$ cat src/hw/san_pkg.sv
// Package: constants and types for the sanitize command block
package san_pkg;
  localparam logic [7:0] CMD_SANITIZE = 8'hb4;
  localparam logic [15:0] FEAT_STATUS = 16'h0000;
  localparam logic [15:0] FEAT_CRYPTO = 16'h0011;
  localparam logic [15:0] FEAT_OVERWRITE = 16'h0014;
  localparam logic [15:0] FEAT_FREEZE = 16'h0020;
  localparam logic [7:0] CMD_IDENTIFY = 8'hec;
  localparam logic [7:0] CMD_READ_LOG = 8'h2f;
  localparam logic [7:0] CMD_READ_LOG_DMA = 8'h47;
  localparam logic [7:0] CMD_READ_SECT = 8'h20;
  localparam logic [7:0] CMD_READ_SECT_EXT = 8'h24;
  localparam logic [7:0] CMD_DOWNLOAD = 8'h92;
  localparam logic [7:0] CMD_FORMAT_TRACK = 8'h50;
  localparam logic [7:0] LOG_E0 = 8'he0;
  localparam logic [7:0] LOG_30 = 8'h30;
  localparam logic [7:0] LOG_10 = 8'h10;
  localparam int SECTOR_BYTES = 512;
  localparam int PASS_W = 4;

  typedef enum logic [2:0] {
    SANITIZE_IDLE_STATE = 3'h0,
    SANITIZE_FROZEN_STATE = 3'h1,
    SANITIZE_RUNNING_STATE = 3'h2,
    SANITIZE_FAILED_STATE = 3'h3,
    SANITIZE_SUCCEEDED_STATE = 3'h4
  } san_state_t;

  typedef enum logic [1:0] {
    SAN_PR_READY = 2'h0,
    SAN_PR_BUSY = 2'h1,
    SAN_PR_DATA = 2'h2
  } san_proto_t;
endpackage : san_pkg

$ cat src/hw/san_dec_if.sv
// Interface: command fields out to the decoder and its verdicts back
`timescale 1ns/1ps
`default_nettype none
interface san_dec_if;
  logic [7:0] code;
  logic [15:0] feature;
  logic [7:0] log_addr;
  logic sanitize;
  logic bypass;
  logic pio_in;
  logic pio_out;
  modport dec (input code, feature, log_addr, output sanitize, bypass, pio_in, pio_out);
  modport req (output code, feature, log_addr, input sanitize, bypass, pio_in, pio_out);
endinterface : san_dec_if
`default_nettype wire

$ cat src/hw/san_cmd_decode.sv
// Command classifier: sanitize family, bypass set, data protocol
`timescale 1ns/1ps
`default_nettype none
module san_cmd_decode (
  // Decoder side of the carrier
  san_dec_if.dec d
);
  logic log_ok;

  // Log pages readable while a sanitize is active
  always_comb begin
    log_ok = (d.log_addr == san_pkg::LOG_E0) || (d.log_addr == san_pkg::LOG_30) ||
             (d.log_addr == san_pkg::LOG_10);
  end

  // Opcode classes
  always_comb begin
    d.sanitize = (d.code == san_pkg::CMD_SANITIZE);
    d.bypass = (d.code == san_pkg::CMD_IDENTIFY) ||
               (d.sanitize && d.feature == san_pkg::FEAT_STATUS) ||
               ((d.code == san_pkg::CMD_READ_LOG || d.code == san_pkg::CMD_READ_LOG_DMA)
                && log_ok);
    d.pio_in = (d.code == san_pkg::CMD_IDENTIFY) || (d.code == san_pkg::CMD_READ_LOG) ||
               (d.code == san_pkg::CMD_READ_SECT) || (d.code == san_pkg::CMD_READ_SECT_EXT);
    d.pio_out = (d.code == san_pkg::CMD_DOWNLOAD) || (d.code == san_pkg::CMD_FORMAT_TRACK);
  end
endmodule : san_cmd_decode
`default_nettype wire

$ cat src/hw/san_sector_xfer.sv
// Sector counter for programmed data phases
`timescale 1ns/1ps
`default_nettype none
module san_sector_xfer #(
  parameter int SECTOR_BYTES = san_pkg::SECTOR_BYTES
) (
  // Clock and reset
  input wire logic i_clk,
  input wire logic i_rst_n,
  // Control
  input wire logic i_start,
  input wire logic [7:0] i_sectors,
  input wire logic i_abort,
  input wire logic i_byte,
  // Status
  output logic o_done
);
  typedef struct packed {
    logic active;
    logic [9:0] bytes;
    logic [7:0] left;
    logic done;
  } san_xfer_t;

  san_xfer_t st;
  san_xfer_t next_st;

  // Count bytes into whole sectors, finish on the last byte of the last one
  always_comb begin
    next_st = st;
    next_st.done = 1'b0;
    if (i_abort) begin
      next_st.active = 1'b0;
    end else if (i_start) begin
      next_st.active = 1'b1;
      // Data request is already up in the start cycle, so a byte there counts
      next_st.bytes = i_byte ? 10'h001 : 10'h000;
      next_st.left = (i_sectors == 8'h00) ? 8'h01 : i_sectors;
    end else if (st.active && i_byte) begin
      if (st.bytes == 10'(SECTOR_BYTES - 1)) begin
        next_st.bytes = 10'h000;
        next_st.left = st.left - 8'h01;
        if (st.left == 8'h01) begin
          next_st.active = 1'b0;
          next_st.done = 1'b1;
        end
      end else begin
        next_st.bytes = st.bytes + 10'h001;
      end
    end
  end

  always_ff @(posedge i_clk) begin
    if (!i_rst_n) begin
      st <= '0;
    end else begin
      st <= next_st;
    end
  end

  assign o_done = st.done;
endmodule : san_sector_xfer
`default_nettype wire

$ cat src/hw/san_dev.sv
// Sanitize command interpreter with status handshake and state tracking
`timescale 1ns/1ps
`default_nettype none
module san_dev #(
  parameter bit ENCRYPT = 1'b0,
  parameter int PASS_W = san_pkg::PASS_W
) (
  // Clock and reset
  input wire logic i_clk,
  input wire logic i_rst_n,
  // Command from host
  input wire logic i_cmd_valid,
  input wire logic [7:0] i_cmd_code,
  input wire logic [15:0] i_cmd_feature,
  input wire logic [31:0] i_cmd_lba,
  input wire logic [7:0] i_cmd_count,
  input wire logic [7:0] i_cmd_log,
  input wire logic i_cmd_invert,
  input wire logic i_cmd_fail_mode,
  input wire logic i_cmd_clear_fail,
  // Host events
  input wire logic i_status_read,
  input wire logic i_hw_reset,
  input wire logic i_sw_reset,
  input wire logic i_por,
  input wire logic i_data_byte,
  // Erase engine
  input wire logic i_erase_done,
  input wire logic i_erase_error,
  output logic o_erase_start,
  output logic o_erase_crypto,
  output logic [31:0] o_erase_pattern,
  output logic [PASS_W-1:0] o_erase_passes,
  output logic o_erase_invert,
  // Status to host
  output logic o_bsy,
  output logic o_drq,
  output logic o_rdy,
  output logic o_err,
  output logic o_intrq,
  output logic [2:0] o_san_state
);
  typedef struct packed {
    san_pkg::san_state_t san;
    san_pkg::san_proto_t proto;
    logic bsy;
    logic drq;
    logic rdy;
    logic err;
    logic intrq;
    logic fail_mode;
    logic erase_start;
    logic crypto;
    logic invert;
    logic [31:0] pattern;
    logic [PASS_W-1:0] passes;
    logic [7:0] code;
    logic [15:0] feature;
    logic [7:0] count;
    logic [7:0] log_addr;
    logic c_invert;
    logic c_fail_mode;
    logic c_clear;
    logic xfer_start;
  } san_dev_t;

  san_dev_t st;
  san_dev_t next_st;
  san_dec_if dec ();
  logic xfer_done;
  logic host_reset;
  logic field_reset;
  logic erase_cmd;
  logic erase_ok;
  logic allowed;

  ////////////////////////////////////////////////////////////////////////////////
  // Helpers

  san_cmd_decode u_dec (
    .d(dec)
  );

  san_sector_xfer #(
    .SECTOR_BYTES(san_pkg::SECTOR_BYTES)
  ) u_xfer (
    .i_clk(i_clk),
    .i_rst_n(i_rst_n),
    .i_start(st.xfer_start),
    .i_sectors(st.count),
    .i_abort(host_reset),
    .i_byte(i_data_byte),
    .o_done(xfer_done)
  );

  // Decoder looks at the latched command
  assign dec.code = st.code;
  assign dec.feature = st.feature;
  assign dec.log_addr = st.log_addr;

  // Command qualifiers
  always_comb begin
    host_reset = i_hw_reset || i_sw_reset;
    field_reset = i_hw_reset || i_por;
    erase_cmd = dec.sanitize && (st.feature == san_pkg::FEAT_OVERWRITE ||
                                 st.feature == san_pkg::FEAT_CRYPTO);
    erase_ok = (st.feature == san_pkg::FEAT_OVERWRITE) || ENCRYPT;
    // Running admits only the bypass set; failed and succeeded also take erase commands
    case (st.san)
      san_pkg::SANITIZE_IDLE_STATE, san_pkg::SANITIZE_FROZEN_STATE: allowed = 1'b1;
      san_pkg::SANITIZE_RUNNING_STATE: allowed = dec.bypass;
      default: allowed = dec.bypass || erase_cmd;
    endcase
  end

  ////////////////////////////////////////////////////////////////////////////////
  // Next state

  always_comb begin
    next_st = st;
    next_st.erase_start = 1'b0;
    next_st.xfer_start = 1'b0;
    // Interrupt clear first so a completion in the same cycle wins
    if (i_status_read) begin
      next_st.intrq = 1'b0;
    end
    // Engine finishing
    if (st.san == san_pkg::SANITIZE_RUNNING_STATE && i_erase_done) begin
      next_st.san = i_erase_error ? san_pkg::SANITIZE_FAILED_STATE
                                  : san_pkg::SANITIZE_SUCCEEDED_STATE;
    end
    // Hardware and power-on resets; running and failed hold, idle stays idle
    if (field_reset && (st.san == san_pkg::SANITIZE_FROZEN_STATE ||
                        st.san == san_pkg::SANITIZE_SUCCEEDED_STATE)) begin
      next_st.san = san_pkg::SANITIZE_IDLE_STATE;
    end
    case (st.proto)
      san_pkg::SAN_PR_READY: begin
        if (i_cmd_valid && !host_reset) begin
          next_st.proto = san_pkg::SAN_PR_BUSY;
          next_st.bsy = 1'b1;
          next_st.rdy = 1'b0;
          next_st.err = 1'b0;
          next_st.intrq = 1'b0;
          next_st.code = i_cmd_code;
          next_st.feature = i_cmd_feature;
          next_st.count = i_cmd_count;
          next_st.log_addr = i_cmd_log;
          next_st.pattern = i_cmd_lba;
          next_st.c_invert = i_cmd_invert;
          next_st.c_fail_mode = i_cmd_fail_mode;
          next_st.c_clear = i_cmd_clear_fail;
        end
      end
      san_pkg::SAN_PR_BUSY: begin
        // Default completion: busy falls with an interrupt
        next_st.proto = san_pkg::SAN_PR_READY;
        next_st.bsy = 1'b0;
        next_st.rdy = 1'b1;
        next_st.intrq = 1'b1;
        if (!allowed) begin
          next_st.err = 1'b1;
        end else if (dec.sanitize) begin
          if (st.feature == san_pkg::FEAT_STATUS) begin
            if (st.san == san_pkg::SANITIZE_SUCCEEDED_STATE) begin
              next_st.san = san_pkg::SANITIZE_IDLE_STATE;
            end else if (st.san == san_pkg::SANITIZE_FAILED_STATE) begin
              if (st.c_clear && st.fail_mode) begin
                next_st.san = san_pkg::SANITIZE_IDLE_STATE;
              end else begin
                next_st.err = 1'b1;
              end
            end
          end else if (st.feature == san_pkg::FEAT_FREEZE) begin
            if (st.san == san_pkg::SANITIZE_IDLE_STATE) begin
              next_st.san = san_pkg::SANITIZE_FROZEN_STATE;
            end else if (st.san != san_pkg::SANITIZE_FROZEN_STATE) begin
              next_st.err = 1'b1;
            end
          end else if (erase_cmd && erase_ok &&
                       st.san != san_pkg::SANITIZE_FROZEN_STATE) begin
            next_st.san = san_pkg::SANITIZE_RUNNING_STATE;
            next_st.fail_mode = st.c_fail_mode;
            next_st.erase_start = 1'b1;
            next_st.crypto = (st.feature == san_pkg::FEAT_CRYPTO);
            next_st.invert = st.c_invert;
            next_st.passes = st.count[PASS_W-1:0];
          end else begin
            next_st.err = 1'b1;
          end
        end else if (dec.pio_in || dec.pio_out) begin
          // Busy hands over to data request in the same edge
          next_st.proto = san_pkg::SAN_PR_DATA;
          next_st.drq = 1'b1;
          next_st.rdy = 1'b0;
          next_st.intrq = 1'b0;
          next_st.xfer_start = 1'b1;
        end
      end
      san_pkg::SAN_PR_DATA: begin
        if (xfer_done) begin
          next_st.proto = san_pkg::SAN_PR_READY;
          next_st.drq = 1'b0;
          next_st.rdy = 1'b1;
          next_st.intrq = 1'b1;
        end
      end
      default: next_st.proto = san_pkg::SAN_PR_READY;
    endcase
    // Hardware or software reset aborts the command and clears the interrupt
    if (host_reset) begin
      next_st.proto = san_pkg::SAN_PR_READY;
      next_st.bsy = 1'b0;
      next_st.drq = 1'b0;
      next_st.rdy = 1'b1;
      next_st.intrq = 1'b0;
      next_st.xfer_start = 1'b0;
      // Running takes no state-changing command, so an engine completion still lands
      if (st.proto == san_pkg::SAN_PR_BUSY && st.san != san_pkg::SANITIZE_RUNNING_STATE) begin
        next_st.erase_start = 1'b0;
        next_st.san = field_reset && (st.san == san_pkg::SANITIZE_FROZEN_STATE ||
                      st.san == san_pkg::SANITIZE_SUCCEEDED_STATE) ?
                      san_pkg::SANITIZE_IDLE_STATE : st.san;
      end
    end
  end

  ////////////////////////////////////////////////////////////////////////////////
  // State register

  always_ff @(posedge i_clk) begin
    if (!i_rst_n) begin
      st <= '0;
      st.rdy <= 1'b1;
    end else begin
      st <= next_st;
    end
  end

  // Outputs straight from the state register
  assign o_erase_start = st.erase_start;
  assign o_erase_crypto = st.crypto;
  assign o_erase_pattern = st.pattern;
  assign o_erase_passes = st.passes;
  assign o_erase_invert = st.invert;
  assign o_bsy = st.bsy;
  assign o_drq = st.drq;
  assign o_rdy = st.rdy;
  assign o_err = st.err;
  assign o_intrq = st.intrq;
  assign o_san_state = st.san;
endmodule : san_dev
`default_nettype wire

$ cat config.mk
export PLATFORM = sky130hd
export DESIGN_NAME = san_dev
export DESIGN_NICKNAME = d
export VERILOG_FILES = /design/src/hw/san_pkg.sv /design/src/hw/san_dec_if.sv /design/src/hw/san_cmd_decode.sv /design/src/hw/san_sector_xfer.sv /design/src/hw/san_dev.sv
export SDC_FILE = /design/constraint.sdc
export NUM_CORES = 1
export LEC_CHECK = 0
export ABC_CLOCK_PERIOD_IN_PS = 2950
export BUFFER_PORTS_ARGS = -buffer_cell sky130_fd_sc_hd__buf_2
export CAP_MARGIN = 30
export CORE_AREA = 5 5 97 168
export DETAILED_ROUTE_END_ITERATION = 6
export DIE_AREA = 0 0 102 173
export PLACE_DENSITY = 0.63
export REMOVE_ABC_BUFFERS = 1
export SLEW_MARGIN = 0
export SYNTH_ARGS = -nofsm -noshare
export SYNTH_HDL_FRONTEND = slang
export SYNTH_HIERARCHICAL = 1
export SYNTH_SLANG_ARGS = --single-unit
$ cat constraint.sdc
create_clock -name i_clk -period 2.95 [get_ports i_clk]
set_input_delay 0.295 -clock i_clk [delete_from_list [all_inputs] [get_ports i_clk]]
set_output_delay 0.295 -clock i_clk [all_outputs]
set_load 0.01 [all_outputs]
==> results of run 1 <==
-- per-layer routing --
metal	wire (um)	up-vias	part of all wire [%]	GRT usage [%]
li1	-	2521	-	-
met1	5633	2311	39	18.75
met2	7797	128	54	30.43
met3	742	26	5.1	4.234
met4	309	2	2.1	6.513
met5	20	-	0.14	0
-- worst max-delay path, stage by stage, from the launching register on --
cell      delay [ps]
dfxtp_1          360
nor4b_2          320
and4_1           370
a41o_1           190
o21ba_2          190
nor3_1           430
nor3b_1          130
a41oi_1          220
o311ai_0         140
-- flip-flops by register name, summed over array words and instances (netlist names), 3 cells and up --
register / count
o_erase_pattern: 32
u_xfer/st: 19
dec.feature: 16
st: 15
dec.code: 8
dec.log_addr: 8
o_erase_passes: 4
o_san_state: 3
-- path summary, 6_finish.rpt --
check / startpoint / end / depth (start not counted)
hold / removal: i_cmd_count[5] / st[17]$_SDFFE_PN0P_ / 3
setup reg to reg: dec.code[1]$_SDFFE_PN0P_ / o_rdy$_SDFFE_PP1P_ / 8
hold reg to reg: o_erase_pattern[7]$_SDFFE_PN0P_ / o_erase_pattern[7]$_SDFFE_PN0P_ / 2
setup / recovery: dec.code[1]$_SDFFE_PN0P_ / o_rdy$_SDFFE_PP1P_ / 8
-- cell type report --
class	count	area (um^2)
Fill cell	1464	7811
Multi-Input combinational cell	489	2977
Sequential cell	114	2282
Timing Repair Buffer	139	728.2
Clock buffer	21	470.5
Tap cell	183	229.0
Clock inverter	10	132.6
Inverter	16	60.06
-- placed cells by master, fill, tap and decap left out, types with 8 or more instances in the layout --
cell | Yosys | layout
a21boi_0 | 77 | 77
a21oi_1 | 16 | 16
nor2b_1 | 8 | 8
nor2_1 | 23 | 23
clkbuf_16 | 0 | 17
inv_1 | 16 | 16
nor4_1 | 12 | 12
buf_2 | 3 | 131
nand2_1 | 183 | 183
nand3_1 | 9 | 8
nor3_1 | 13 | 13
o21ai_0 | 14 | 14
dfxtp_1 | 114 | 114
-- power by group --
group,switching (mW),internal [mW],total [mW]
Sequential,0.0272,1.58,1.60
Clock,0.693,1.38,2.08
Combinational,0.132,0.112,0.244
-- logic make-up (layout without fill, tap and decap cells) --
group	count (synthesis)	after routing	synth area share, %
xor gates and xnor gates	8	8	1.212
muxes	7	7	1.233
and+or+nand+nor	313	313	27.54
buffers and inverters	91	186	9.174
adders and majority gates	7	7	1.514
DFF	114	114	39.46
AOI/OAI and AO/OA	154	154	19.86
==> flow_summary_export.csv, run 1 <==
group,metric,value,unit
sta,whs,137.6,ps
route,routedWlPerCell,14.92,um
setup_path,worstSetupEndpointType,"flip-flop",
route,wirelength,14500,um
clock_network,cts_setup_buffers,0,
clock_network,cts-buffers-inserted,17,
placed_design,gp_congestion,0.8514,
clock_network,htree_levels,4,
synth,synth-main-ff-cell,"dfxtp_1",
synth,synth.avg_cell_area,8.333,um^2
cells_and_area,final_cells,972,
synth,yosysUniqueCellTypes,79,
synth,synth_top_area_cell,"dfxtp_1",
cells_and_area,areaGrowthSynthToFinish,18.95,%
clock_network,hold_buffers,0,
sta,finalSetupViolations,0,
synth,async_flop_share,0,%
run,cap_violations,0,
route,dr.first_iter.drc_count,129,
sta,fin_ws,467.7,ps
cells_and_area,final_net_count,869,
sta,relSlewSlack,50.15,%
placed_design,place_area,6276,um^2
route,ant_nets,0,
die,rows,59,
grt,grt_usage,16.99,%
clock_network,root_buffer,"clkbuf_16",
die,chipHeight,173,um
grt,grt-ovfl-total,0,
cells_and_area,final_util,46.83,%
clock_network,clk_pin_slew,60,ps
die,fp.coreArea,14690,um^2
route,viasPerCell,5.132,
cells_and_area,stdcell_area,6879,um^2
placed_design,dp.final_hpwl,10680,um
grt,grt_pass1_wl,24470,um
sta,skew,9.700,ps
setup_path,worst_setup_path_start_kind,"flip-flop",
placed_design,pre_cts_ws,520.7,ps
synth,yosysWarnings,6,
power_and_ir_drop,power,3.923,mW
clock_network,cts_sinks,114,
sta,tightestPinTransition,741.6,ps
sta,final.period_utilization,84.15,%
grt,grt_pass1_vias,5108,
route,drcViolationCount,0,
die,dieArea,17650,um^2
die,ioPinCount,132,
sta,finalSetupTns,0,ps
setup_path,reg2reg_slack,470,ps
synth,netlist_area,5783,um^2
synth,synth_edf_count,0,
synth,synth_top_area_share,39.46,%
setup_path,critPathMaxFanout,7,
power_and_ir_drop,p_leak,2.733,nW
sta,rsz0062_at_grt,"no",
placed_design,placedCellCount,941,
sta,period_minus_slack,2482,ps
synth,seq_area_frac_synth,39.46,%
die,start_util,39.37,%
synth,synth-seq-cells,114,
placed_design,port_buffers,131,
grt,antenna_found_initial,1,
route,vias,4988,
setup_path,criticalPathCategory,"flip-flop to flip-flop",
route,firstDrtPassIters,4,
cells_and_area,drive_gt1_share,24.46,%
grt,grt_max_degree,73,
power_and_ir_drop,max-vdd-ir-drop,0.4047,mV
clock_network,cts_buffer_depth,2,
die,fp.dieW,102,um
cells_and_area,antenna_cells,0,
synth,synthMostInstantiatedCell,"nand2_1",
hold_path,hp-class,"input pin to flip-flop",
power_and_ir_drop,p_per_area,570.3,nW/um^2
outcome,status,"finished, final reports clean",
sta,maxSlewViolCount,0,
synth,syn_inst,694,
setup_path,worstPathRequired,3210,ps
clock_network,clock_latency,400,ps
sta,fmaxAchievable,402.8,MHz
clock_network,cts_tree,"yes",
synth,ys_top_cells_by_count,"nand2_1 (183), dfxtp_1 (114), a21boi_0 (77)",
sta,timing.final.hold_violations,0,
synth,synth.area.top_cells,"dfxtp_1 (39%), nand2_1 (12%), a21boi_0 (10%)",
setup_path,cp_data_arrival_time,2740,ps
clock_network,cts_resized,0,
(Power assumes the default switching activity.)
==> inputs of run 2 (changes only) <==
--- a/config.mk
+++ b/config.mk
@@ -5,13 +5,14 @@
 export SDC_FILE = /design/constraint.sdc
 export NUM_CORES = 1
 export LEC_CHECK = 0
-export ABC_CLOCK_PERIOD_IN_PS = 2950
+export ABC_AREA = 1
+export ABC_CLOCK_PERIOD_IN_PS = 2200
 export BUFFER_PORTS_ARGS = -buffer_cell sky130_fd_sc_hd__buf_2
 export CAP_MARGIN = 30
-export CORE_AREA = 5 5 97 168
+export CORE_AREA = 5 5 96 165
 export DETAILED_ROUTE_END_ITERATION = 6
-export DIE_AREA = 0 0 102 173
-export PLACE_DENSITY = 0.63
+export DIE_AREA = 0 0 101 170
+export PLACE_DENSITY = 0.65
 export REMOVE_ABC_BUFFERS = 1
 export SLEW_MARGIN = 0
 export SYNTH_ARGS = -nofsm -noshare
==> constraint.sdc (replaced) <==
create_clock -name i_clk -period 2.2 [get_ports i_clk]
set_input_delay 0.22 -clock i_clk [delete_from_list [all_inputs] [get_ports i_clk]]
set_output_delay 0.22 -clock i_clk [all_outputs]
set_load 0.01 [all_outputs]
==> flow_summary_export.csv, run 2 <==
group,metric,value,unit
outcome,status,"finished, final reports clean",
synth,synth-main-ff-cell,"dfxtp_1",
synth,synth_edf_count,0,
placed_design,gp_congestion,0.8191,
sta,tightestPinTransition,454.9,ps
clock_network,cts_buffer_depth,2,
route,dr.first_iter.drc_count,174,
grt,grt-ovfl-total,0,
clock_network,clk_pin_slew,60,ps
sta,finalSetupViolations,0,
synth,yosysUniqueCellTypes,39,
run,cap_violations,0,
cells_and_area,layout_commonest_cell,"nand2_1",
clock_network,cts-buffers-inserted,17,
die,chipHeight,170,um
sta,relSlewSlack,69.51,%
sta,maxSlewViolCount,0,
route,wirelength,13970,um
route,routedWlPerCell,12.92,um
die,rows,58,
synth,syn_inst,797,
synth,synthMostInstantiatedCell,"nand2_1",
clock_network,root_buffer,"clkbuf_16",
cells_and_area,layout_common_cells,"nand2_1 (243), buf_2 (131), dfxtp_1 (114)",
cells_and_area,antenna_cells,0,
sta,whs,59.20,ps
die,start_util,38.98,%
power_and_ir_drop,max-vdd-ir-drop,0.4891,mV
sta,final.period_utilization,90.17,%
clock_network,cts_resized,0,
grt,grt_pass1_vias,5118,
die,fp.coreArea,14300,um^2
synth,netlist_area,5573,um^2
clock_network,clock_latency,400,ps
synth,synth.avg_cell_area,6.992,um^2
synth,synth.area.top_cells,"dfxtp_1 (41%), nand2_1 (16%), a21oi_1 (9.1%)",
synth,synth_top_area_cell,"dfxtp_1",
synth,ys_top_cells_by_count,"nand2_1 (244), dfxtp_1 (114), a21oi_1 (101)",
setup_path,critPathMaxFanout,8,
grt,grt_pass1_wl,22830,um
setup_path,worst_setup_path_start_kind,"flip-flop",
grt,grt_max_degree,65,
sta,rsz0062_at_grt,"no",
clock_network,htree_levels,4,
cells_and_area,final_net_count,981,
clock_network,cts_sinks,114,
sta,timing.final.hold_violations,0,
synth,async_flop_share,0,%
route,ant_nets,0,
cells_and_area,drive_gt1_share,22.86,%
placed_design,dp.final_hpwl,10410,um
synth,synth_top_area_share,40.95,%
route,firstDrtPassIters,4,
synth,yosysWarnings,6,
placed_design,placedCellCount,1050,
sta,skew,7.770,ps
route,viasPerCell,4.751,
die,ioPinCount,132,
route,drcViolationCount,0,
power_and_ir_drop,p_leak,3.046,nW
synth,synth-seq-cells,114,
cells_and_area,largest_reg_flops,32,
placed_design,pre_cts_ws,206.3,ps
die,fp.dieW,101,um
setup_path,worstPathRequired,2490,ps
clock_network,hold_buffers,0,
grt,grt_usage,16.58,%
cells_and_area,final_cells,1081,
setup_path,worstSetupEndpointType,"flip-flop",
synth,seq_area_frac_synth,40.95,%
setup_path,criticalPathCategory,"flip-flop to flip-flop",
clock_network,cts_setup_buffers,0,
power_and_ir_drop,p_per_area,803.9,nW/um^2
grt,antenna_found_initial,0,
clock_network,cts_tree,"yes",
cells_and_area,areaGrowthSynthToFinish,20.45,%
setup_path,cp_data_arrival_time,2270,ps
sta,period_minus_slack,1984,ps
sta,fin_ws,216.3,ps
die,dieArea,17170,um^2
route,vias,5136,
hold_path,hp-class,"input pin to flip-flop",
sta,fmaxAchievable,504.1,MHz
placed_design,port_buffers,131,
[run 2: cell types whose count changed after synthesis, moves of 10 or more]
| cell | delta |
|---|---|
| a21boi_0 | -77 |
| a21oi_1 | +85 |
| clkbuf_1 | -10 |
| inv_1 | +37 |
| nand2_1 | +61 |
| nand3_1 | +24 |
| nor2_1 | +62 |
| nor4_1 | -12 |
[run 2: power by group]
| group | internal, mW | switching [mW] | leakage, nW |
|---|---|---|---|
| Combinational | 0.178 | 0.272 | 1.83 |
| Clock | 1.83 | 0.934 | 0.289 |
| Sequential | 2.14 | 0.0482 | 0.925 |
[run 2: cell type report]
class / instances / area [um^2]
fill: 1496 / 7584
multi-input combinational: 558 / 2644
sequential: 114 / 2282
timing repair buffer: 139 / 740.7
clock buffer: 21 / 460.4
inverter: 59 / 226.5
tap: 180 / 225.2
clock inverter: 10 / 133.9
[run 2: metrics by stage]
| stage | cell area (um^2) | TNS [ps] | power [mW] | utilization (%) |
|---|---|---|---|---|
| 2_1_floorplan | 5150 | -66910 | 2.477 | - |
| 5_1_grt | 6713 | 0 | 5.623 | 46.95 |
| 4_1_cts | 6713 | 0 | 5.455 | 46.95 |
| 3_5_place_dp | 6118 | 0 | 2.685 | 42.80 |
| 6_report | 6713 | 0 | 5.396 | 46.95 |
| 3_3_place_gp | 6118 | 0 | 2.684 | 42.80 |
[run 2: logic make-up (layout without fill, tap and decap cells)]
group	count (synthesis)	after routing	share of synthesized area [%]
xor+xnor	7	7	1.100
fa+ha+maj	7	7	1.572
compound gates	133	133	12.42
simple gates	411	411	32.31
flops	114	114	40.95
buf+inv	125	229	11.65
[run 2: final timing paths]
| check | from | to | slack (ps) | cells after the start |
|---|---|---|---|---|
| hold reg to reg | o_erase_crypto$_SDFFE_PN0P_ | o_erase_crypto$_SDFFE_PN0P_ | 460 | 2 |
| setup / recovery | dec.code[2]$_SDFFE_PN0P_ | o_erase_passes[1]$_SDFFE_PN0P_ | 220 | 15 |
| setup reg to reg | dec.code[2]$_SDFFE_PN0P_ | o_erase_passes[1]$_SDFFE_PN0P_ | 220 | 15 |
| hold / removal | i_cmd_lba[24] | o_erase_pattern[24]$_SDFFE_PN0P_ | 60 | 3 |
[run 2: metal layers]
metal	part of all wire [%]	routed length, um	up-vias	track usage, %
li1	-	-	2687	-
met1	39	5424	2328	17.04
met2	55	7632	94	30.93
met3	3.6	508	27	3.897
met4	2.9	401	0	7.697
met5	0	0	-	0
[run 2: worst max-delay path: stages, from the launching register on]
cell	delay [ps]
dfxtp_1	370
inv_1	60
nor2_2	120
nand2_2	80
nor2_4	180
nand3_1	110
nor2_2	170
nand3_2	100
nand3_2	90
nand2_2	60
nand2_4	100
nand2_4	70
nor2_8	140
inv_4	70
nor2_1	90
nor2_1	50
==> inputs of run 3 (changes only) <==
==> constraint.sdc (replaced) <==
create_clock -name i_clk -period 2.2 [get_ports i_clk]
set_input_delay 0 -clock i_clk [delete_from_list [all_inputs] [get_ports i_clk]]
set_output_delay 0 -clock i_clk [all_outputs]
set_load 0.01 [all_outputs]
==> flow_summary_export.csv, run 3 (synthesis results as in run 2) <==
group,metric,value,unit
grt,grt_usage,17.82,%
clock_network,clk_pin_slew,50,ps
route,viasPerCell,4.727,
route,routedWlPerCell,13.07,um
placed_design,gp_congestion,0.8193,
die,chipHeight,170,um
clock_network,cts_sinks,114,
grt,grt_pass1_vias,5331,
route,ant_nets,0,
sta,timing.final.hold_violations,0,
sta,finalSetupViolations,0,
cells_and_area,areaGrowthSynthToFinish,34.76,%
route,drcViolationCount,0,
grt,antenna_found_initial,0,
grt,grt_pass1_wl,24520,um
sta,tightestPinTransition,484.3,ps
clock_network,cts_buffer_depth,2,
cells_and_area,fillCellCount,1386,
sta,period_minus_slack,1964,ps
die,start_util,38.98,%
cells_and_area,final_net_count,1058,
grt,grt-ovfl-total,0,
route,vias,5474,
clock_network,cts_tree,"yes",
clock_network,clock_latency,400,ps
clock_network,cts-buffers-inserted,17,
hold_path,holdPathStages,3,
sta,skew,6.764,ps
cells_and_area,layout_commonest_cell,"nand2_1",
route,wl_met2,8275,um
route,firstDrtPassIters,5,
sta,maxSlewViolCount,0,
placed_design,port_buffers,131,
cells_and_area,drive_gt1_share,21.06,%
route,m1WireLength,5901,um
power_and_ir_drop,p_leak,3.378,nW
cells_and_area,largest_reg_flops,32,
cells_and_area,layout_common_cells,"nand2_1 (243), buf_2 (131), dfxtp_1 (114)",
die,dieArea,17170,um^2
sta,relSlewSlack,67.37,%
sta,rsz0062_at_grt,"no",
die,rows,58,
route,top_layer,"met4",
sta,fin_ws,236.1,ps
sta,final.period_utilization,89.27,%
setup_path,worstPathRequired,2490,ps
hold_path,hp-class,"input pin to flip-flop",
power_and_ir_drop,max-vdd-ir-drop,0.5650,mV
setup_path,criticalPathCategory,"flip-flop to flip-flop",
clock_network,root_buffer,"clkbuf_16",
grt,grt_max_degree,64,
die,ioPinCount,132,
setup_path,worst_setup_path_start_kind,"flip-flop",
clock_network,htree_levels,4,
setup_path,critPathMaxFanout,8,
sta,fmaxAchievable,509.2,MHz
route,dr.first_iter.drc_count,206,
setup_path,cp_data_arrival_time,2260,ps
placed_design,pre_cts_ws,169.8,ps
sta,whs,43.46,ps
setup_path,worstSetupEndpointType,"flip-flop",
cells_and_area,antenna_cells,0,
run,cap_violations,0,
die,fp.coreArea,14300,um^2
placed_design,dp.final_hpwl,10300,um
power_and_ir_drop,power,5.675,mW
setup_path,reg2reg_depth,13,
power_and_ir_drop,p_per_area,755.7,nW/um^2
outcome,status,"finished, final reports clean",
die,fp.dieW,101,um
route,wl_met3,536,um
route,wirelength,15130,um
==> run 3: worst paths after layout <==
check	startpoint	endpoint	slack, ps
setup reg to reg	dec.code[5]$_SDFFE_PN0P_	o_erase_invert$_SDFFE_PN0P_	240
hold / removal	i_rst_n	o_erase_pattern[10]$_SDFFE_PN0P_	40
hold reg to reg	o_erase_pattern[23]$_SDFFE_PN0P_	o_erase_pattern[23]$_SDFFE_PN0P_	460
setup / recovery	dec.code[5]$_SDFFE_PN0P_	o_erase_invert$_SDFFE_PN0P_	240
==> run 3: per-stage QoR <==
step | utilization, % | cell area (um^2) | instances | setup TNS [ps]
3_3_place_gp | 42.71 | 6106 | 1050 | 0
4_1_cts | 52.49 | 7505 | 1158 | 0
2_1_floorplan | - | 5150 | 731 | -66910
5_1_grt | 52.53 | 7510 | 1158 | 0
6_report | 52.53 | 7510 | 1158 | 0
3_5_place_dp | 42.71 | 6106 | 1050 | 0
==> run 3: worst max-delay path: stages, from the launching register on <==
cell and delay [ps]:
dfxtp_1 420, nand4_1 170, nor2_4 220, nand3_1 140
nor2_4 140, nand3_2 90, nand3_2 90, nand2_2 60
nand2_4 100, nand2_4 70, nor2_8 140, inv_4 70
nor2_1 90, nor2_1 50
==> run 3: area by class of cell <==
class	instances	area, um^2	share of cell area [%]
tap	180	225.2	2.999
multi-input combinational	558	2649	35.27
clock inverter	9	153.9	2.049
sequential	114	2282	30.39
clock buffer	22	474.2	6.315
inverter	59	226.5	3.016
timing repair buffer	216	1499	19.96
==> run 3: metal layers <==
layer / vias to the layer above / GRT usage, %
li1: 2848 / -
met1: 2482 / 18.79
met2: 114 / 33.08
met3: 30 / 3.281
met4: 0 / 8.796
met5: - / 0
==> run 3: what timing repair did <==
item / CTS / global route
setup buffers: 0 / 0
hold endpoints to repair: 77 / 0
hold buffers: 77 / 0
endpoints found under the setup margin: 0 / 7
gates resized for setup: 0 / 1
==> run 3: power by group <==
group	switching, mW	total (mW)	internal, mW	leakage [nW]
registers	0.0489	2.19	2.14	0.925
clock network	0.950	2.93	1.98	0.302
logic	0.297	0.562	0.265	2.15
